`src/shared/wfm_pkg.sv`:
```
// Purpose: constants, carriers and crc step for the wake frame byte masks
// Assumes: one 100 MHz clock, synchronous active-low reset
// Notes: register offsets sit in the vendor management space, device 1fh
//
// How it works
// RQ1 - mask bit 1 includes byte, 0 excludes
// RQ2 - low word bit n governs byte n+1
// RQ3 - high word selects frame bytes 17 to 32
// RQ4 - high word bit n governs byte n+17
// RQ5 - four types, each own writable mask pair
// RQ6 - low word covers frame bytes 1 to 16
// RQ7 - type matches only while its enable set
// RQ8 - selected bytes fed in order, others skipped
package wfm_pkg;

  localparam int WFM_TYPES = 4;
  localparam logic [4:0] WFM_DEVAD = 5'h1f;
  // wake control register and its enable field
  localparam logic [15:0] WFM_OFS_CTL = 16'h0000;
  localparam int WFM_EN_LSB = 2;
  localparam logic [3:0] WFM_EN_RESET = 4'h0;
  // byte-select mask offsets, index = frame type
  localparam logic [3:0][15:0] WFM_OFS_LOW = {16'h0013, 16'h000d, 16'h0007, 16'h0001};
  localparam logic [3:0][15:0] WFM_OFS_HIGH = {16'h0014, 16'h000e, 16'h0008, 16'h0002};
  localparam logic [15:0] WFM_MASK_RESET = 16'h0000;
  // frame byte positions
  localparam logic [5:0] WFM_POS_FIRST = 6'h01;
  localparam logic [5:0] WFM_POS_LOW_LAST = 6'h10;
  localparam logic [5:0] WFM_POS_HIGH_FIRST = 6'h11;
  localparam logic [5:0] WFM_POS_LAST = 6'h20;
  localparam logic [5:0] WFM_POS_BEYOND = 6'h21;
  // crc-32, reflected form
  localparam logic [31:0] WFM_CRC_INIT = 32'hffffffff;
  localparam logic [31:0] WFM_CRC_POLY = 32'hedb88320;

  typedef struct packed {
    logic wr;
    logic rd;
    logic [4:0] devad;
    logic [15:0] addr;
    logic [15:0] wdata;
  } wfm_reg_req_t;

  typedef struct packed {
    logic valid;
    logic sof;
    logic [7:0] data;
  } wfm_byte_t;

  // one byte into the crc, lsb first
  function automatic logic [31:0] wfm_crc_step(input logic [31:0] c, input logic [7:0] d);
    logic [31:0] r;
    r = c;
    for (int i = 0; i < 8; i++) begin
      r = (r[0] ^ d[i]) ? ((r >> 1) ^ WFM_CRC_POLY) : (r >> 1);
    end
    return r;
  endfunction

endpackage
```
`src/rtl/wfm_crc_lane.sv`:
```
// Purpose: crc accumulator for one custom frame type
// Assumes: clear and feed come from logic on the same clock
// Notes: clear with feed starts a new crc with that byte
module wfm_crc_lane (
  input wire logic CLK,
  input wire logic RST_N,
  input wire logic clear,
  input wire logic feed,
  input wire logic [7:0] data,
  output logic [31:0] crc
);
  import wfm_pkg::*;

  logic [31:0] base;

  // restart point at frame start
  assign base = clear ? WFM_CRC_INIT : crc;

  // deselected bytes leave the crc untouched, except a deselected frame-start byte, which reloads WFM_CRC_INIT
  always_ff @(posedge CLK) begin
    if (!RST_N) begin
      crc <= WFM_CRC_INIT;
    end else if (feed) begin
      crc <= wfm_crc_step(base, data); // RQ8
    end else begin
      crc <= base;
    end
  end
endmodule

```
`src/rtl/wfm_masks.sv`:
```
// Purpose: byte-select masks and per-type crc of the first 32 frame bytes
// Assumes: frame bytes arrive one per valid cycle, sof marks byte 1
// Notes: frames shorter than 32 bytes give no result
module wfm_masks (
  input wire logic CLK,
  input wire logic RST_N,
  input wire wfm_pkg::wfm_reg_req_t REG_REQ,
  output logic [15:0] REG_RDATA,
  output logic REG_RVALID,
  input wire wfm_pkg::wfm_byte_t RX_BYTE,
  output logic [3:0][31:0] CRC_RESULT,
  output logic [3:0] CRC_DONE
);
  import wfm_pkg::*;

  logic [3:0][15:0] mask_low;
  logic [3:0][15:0] mask_high;
  logic [3:0] remote_wakeup_match_en;
  logic [5:0] pos_cnt;
  logic [5:0] cur_pos;
  logic [3:0] idx_low;
  logic [3:0] idx_high;
  logic in_low;
  logic in_high;
  logic [3:0] sel;
  logic [3:0] feed;
  logic [3:0][31:0] crc;
  logic last_byte;
  logic [3:0] done_pend;
  logic reg_hit;
  logic [15:0] next_rdata;

  assign reg_hit = REG_REQ.devad == WFM_DEVAD;

  // control register: only the custom type enables are held
  always_ff @(posedge CLK) begin
    if (!RST_N) begin
      remote_wakeup_match_en <= WFM_EN_RESET;
    end else if (REG_REQ.wr && reg_hit && REG_REQ.addr == WFM_OFS_CTL) begin
      remote_wakeup_match_en <= REG_REQ.wdata[WFM_EN_LSB +: WFM_TYPES];
    end
  end

  // independent mask pair per frame type
  always_ff @(posedge CLK) begin
    if (!RST_N) begin
      mask_low <= {WFM_TYPES{WFM_MASK_RESET}};
      mask_high <= {WFM_TYPES{WFM_MASK_RESET}};
    end else if (REG_REQ.wr && reg_hit) begin
      for (int t = 0; t < WFM_TYPES; t++) begin
        if (REG_REQ.addr == WFM_OFS_LOW[t]) begin
          mask_low[t] <= REG_REQ.wdata; // RQ5
        end
        if (REG_REQ.addr == WFM_OFS_HIGH[t]) begin
          mask_high[t] <= REG_REQ.wdata; // RQ5
        end
      end
    end
  end

  // read mux, unmapped or foreign device reads zero
  always_comb begin
    next_rdata = 16'h0000;
    if (reg_hit) begin
      if (REG_REQ.addr == WFM_OFS_CTL) begin
        next_rdata[WFM_EN_LSB +: WFM_TYPES] = remote_wakeup_match_en;
      end
      for (int t = 0; t < WFM_TYPES; t++) begin
        if (REG_REQ.addr == WFM_OFS_LOW[t]) begin
          next_rdata = mask_low[t];
        end
        if (REG_REQ.addr == WFM_OFS_HIGH[t]) begin
          next_rdata = mask_high[t];
        end
      end
    end
  end

  // read answer one cycle after the strobe
  always_ff @(posedge CLK) begin
    if (!RST_N) begin
      REG_RDATA <= 16'h0000;
      REG_RVALID <= 1'b0;
    end else begin
      REG_RVALID <= REG_REQ.rd;
      if (REG_REQ.rd) begin
        REG_RDATA <= next_rdata;
      end
    end
  end

  // position of the byte now on the input, 1-based
  assign cur_pos = RX_BYTE.sof ? WFM_POS_FIRST : pos_cnt;
  assign in_low = cur_pos >= WFM_POS_FIRST && cur_pos <= WFM_POS_LOW_LAST; // RQ6
  assign in_high = cur_pos >= WFM_POS_HIGH_FIRST && cur_pos <= WFM_POS_LAST; // RQ3
  assign idx_low = 4'(cur_pos - WFM_POS_FIRST); // RQ2
  assign idx_high = 4'(cur_pos - WFM_POS_HIGH_FIRST); // RQ4
  assign last_byte = RX_BYTE.valid && cur_pos == WFM_POS_LAST;

  // byte counter saturates past the mask window
  always_ff @(posedge CLK) begin
    if (!RST_N) begin
      pos_cnt <= WFM_POS_BEYOND;
    end else if (RX_BYTE.valid) begin
      pos_cnt <= (cur_pos >= WFM_POS_BEYOND) ? WFM_POS_BEYOND : cur_pos + 6'h01;
    end
  end

  // one crc lane per frame type
  generate
    for (genvar t = 0; t < WFM_TYPES; t++) begin : g_lane
      assign sel[t] = (in_low && mask_low[t][idx_low]) ||
        (in_high && mask_high[t][idx_high]); // RQ1
      assign feed[t] = RX_BYTE.valid && sel[t] && remote_wakeup_match_en[t]; // RQ7
      wfm_crc_lane u_lane (
        .CLK(CLK),
        .RST_N(RST_N),
        .clear(RX_BYTE.valid && RX_BYTE.sof),
        .feed(feed[t]),
        .data(RX_BYTE.data),
        .crc(crc[t])
      );
    end
  endgenerate

  // result two cycles after byte 32, only for enabled types
  always_ff @(posedge CLK) begin
    if (!RST_N) begin
      done_pend <= 4'h0;
      CRC_DONE <= 4'h0;
      CRC_RESULT <= '0;
    end else begin
      done_pend <= last_byte ? remote_wakeup_match_en : 4'h0; // RQ7
      CRC_DONE <= done_pend;
      for (int t = 0; t < WFM_TYPES; t++) begin
        if (done_pend[t]) begin
          CRC_RESULT[t] <= ~crc[t];
        end
      end
    end
  end
endmodule

```
`config.mk`:
```
export PLATFORM = sky130hd
export DESIGN_NAME = wfm_masks
export DESIGN_NICKNAME = d
export VERILOG_FILES = /design/src/shared/wfm_pkg.sv /design/src/rtl/wfm_crc_lane.sv /design/src/rtl/wfm_masks.sv
export SDC_FILE = /design/constraint.sdc
export NUM_CORES = 1
export LEC_CHECK = 0
export BUFFER_PORTS_ARGS = -buffer_cell sky130_fd_sc_hd__clkbuf_2
export CORE_ASPECT_RATIO = 2
export CORE_MARGIN = 2
export CORE_UTILIZATION = 50
export CTS_CLUSTER_DIAMETER = 150
export DETAILED_ROUTE_END_ITERATION = 16
export PLACE_DENSITY = 0.78
export SLEW_MARGIN = 25
export SYNTH_ARGS = -nofsm -noshare
export SYNTH_HDL_FRONTEND = slang
export SYNTH_SLANG_ARGS = --single-unit
```
`constraint.sdc`:
```
create_clock -name CLK -period 5.3 [get_ports CLK]
set_clock_uncertainty 0.1 [all_clocks]
set_input_delay 1.06 -clock CLK [delete_from_list [all_inputs] [get_ports CLK]]
set_output_delay 1.06 -clock CLK [all_outputs]
set_load 0.005 [all_outputs]
```
==> results.ini <==
[sta]
rsz0062_at_grt=no
setup_tns_ns=0
hold_viol_final=0
min_period_ns=4.19
hold_ws_ns=0.334
setup_slack_ns=1.11
worstMarginPinSlew_ns=1.03
fmax_mhz=239
setup_viol=0
maxSlewViolCount=0
period_share_pct=79.0
max_slew_margin_pct=31.2

[drt]
ant_nets=0
drtIter0Drc=1280
wl_per_cell_um=21.4
dr.pass1.iters=5
wirelength_mm=65.1
vias=17700
vias_per_cell=5.81
route.detailed.drc=0

[layout]
fin_nets=2548
drive_gt1_share_pct=16.3
antennaDiodeCount=0
num-fill-cells=3629
synthToLayoutAreaGrowth_pct=11.7
design_area_mm2=0.0229

[global_route]
antenna_found_initial=0
grt_use_total_pct=29.5
grt_pass1_wl_mm=98.4
grt_remaining_overflow=0
grt_pass1_vias=17500
grt_max_degree=147

[cts]
post_cts_buffers=0
cts_root_buffer=clkbuf_16
cts_tree=done
clock_latency_ns=0.55
clock_path_buffers=3
ctsHoldBuffers=0
clkTransAtPathRegs_ns=0.07
clock_sinks=419
cts_buffers=36
ctsResizeCount=0
htree_levels=2

[setup_path]
cp_data_arrival_time_ns=4.57
path_class=input port to register
startpoint_type=input port
required_ns=5.68
crit_fanout=41
end_kind=register

[yosys]
syn_inst=2411
synth.top_cell.area_share_pct=41.0
yosys_warnings=0
ys.flop_type=dfxtp_1
syn_nets=2466
avgSynthCellArea_um2=8.49
yosysTopAreaCell=dfxtp_1
synth_cell_types=74
ys_async_sr_fraction_pct=0
synth_seq_area_share_pct=41.0
synthTopCellsByArea=dfxtp_1, xnor2_1, nand2_1, a211oi_1, nor2_1
netlist_top_cells_count=nand2_1, dfxtp_1, nor2_1
synth_edf_count=0
syn_area_mm2=0.0205
ys_ff_latch=419
yosysMostFrequentCell=nand2_1

[power_and_ir_drop]
clock_power_share_pct=41.4
combPwrFrac_pct=10.7
power_switching_mw=1.63
internal_power_mw=4.94
seq_power_share_pct=47.9
power.density_mw_per_mm2=288
power.share.switching_pct=24.8
leakagePower_nw=8.21
ir_worst_vdd_v=0.000218

[floorplan]
core.rowCount=104
initial_core_util_pct=50.7
ioPinCount=200
die_h_um=290
die-area_mm2=0.0427
die_w_um=147
core_area_mm2=0.0403

[status]
outcome=finished clean

[worst_hold_path]
hp-class=register to register

[place]
post-place-ws_ns=0.668
gp_congestion=0.996
io_buffers=199
placed_cell_area_mm2=0.0217
dpl.hpwl_mm=47.6

[run]
cap_violations=0

==> routing by layer <==
metal / part of all wire [%] / track usage (%)
met5: 0 / 0
met3: 4.4 / 3.65
met1: 32 / 26.8
met4: 11 / 26.4
met2: 53 / 55.8
==> registers in the layout, summed over array words and instances (netlist names), 6 cells and up <==
name               cells
mask_low              64
CRC_RESULT           128
pos_cnt                6
mask_high             64
g_lane.u_lane.crc    128
REG_RDATA             16
==> stage by stage <==
stage,power (mW),std cells,utilization [%]
2_1_floorplan,3.74,2411,-
3_3_place_gp,3.90,2985,53.7
3_5_place_dp,3.91,2985,53.7
4_1_cts,6.61,3047,56.6
5_1_grt,6.76,3047,56.7
6_report,6.58,3047,56.7
==> cell families (layout without fill, tap and decap cells) <==
kind of cell / count (synthesis) / count (layout) / synth area share [%]
DFF: 419 / 419 / 41.0
buffers and inverters: 211 / 317 / 4.56
and+or+nand+nor: 849 / 849 / 17.2
AOI/OAI and AO/OA: 510 / 510 / 16.1
adders and majority gates: 4 / 4 / 0.245
muxes: 100 / 100 / 6.62
xor gates and xnor gates: 318 / 318 / 14.3
==> power groups by stage <==
stage / Clock (mW) / Combinational [mW] / Sequential, mW
after floorplan: 0 / 0.518 / 3.22
after global placement: 0 / 0.678 / 3.22
after detailed placement: 0 / 0.691 / 3.22
after CTS: 2.76 / 0.696 / 3.15
after global routing: 2.87 / 0.746 / 3.15
final: 2.72 / 0.705 / 3.15
==> placed cells by master (no fill, tap or decap), types with 14 or more instances in the layout <==
cell type,n
buf_4,48
nand3_1,19
clkbuf_2,198
nor3_1,14
a22oi_1,17
clkbuf_16,37
a22o_1,15
dfxtp_1,415
nand4_1,17
xnor2_1,225
a211oi_1,140
mux4_2,20
and2_1,18
xor2_1,76
a221oi_1,16
o211ai_1,26
mux2_2,53
a21oi_1,160
nand2_1,436
mux2i_1,24
o21ai_0,79
nor2_1,280
==> final cells by class <==
class                   instances  area [um2]  share of cell area, %
clock buffers                  48        1040                   4.54
clock inverters                14         154                  0.673
inverters                       7        38.8                  0.170
multi-input cells            1781       11200                   48.9
flip-flops and latches        419        8400                   36.8
well taps                     530         663                   2.90
repair buffers                248        1390                   6.09
==> path summary, 6_finish.rpt <==
path / from / cells past startpoint / endpoint / slack (ns)
max: RX_BYTE[8] / 12 / g_lane[3].u_lane.crc[22] / 1.11
min reg2reg: g_lane[2].u_lane.crc[26] / 1 / CRC_RESULT[90] / 0.33
min: g_lane[2].u_lane.crc[26] / 1 / CRC_RESULT[90] / 0.33
max reg2reg: pos_cnt[1] / 12 / g_lane[3].u_lane.crc[22] / 1.36
==> worst max-delay path: stages <==
cell and delay (ns):
clkbuf_2 0.12, or2_1 0.32, ha_1 0.62, or2_2 0.41, mux2i_1 0.46, a32oi_1 0.22
nand3_1 0.15, o22ai_1 0.10, a22oi_2 0.18, buf_4 0.42, mux2_2 0.40, nand2_1 0.06
(Power assumes the default switching activity.)
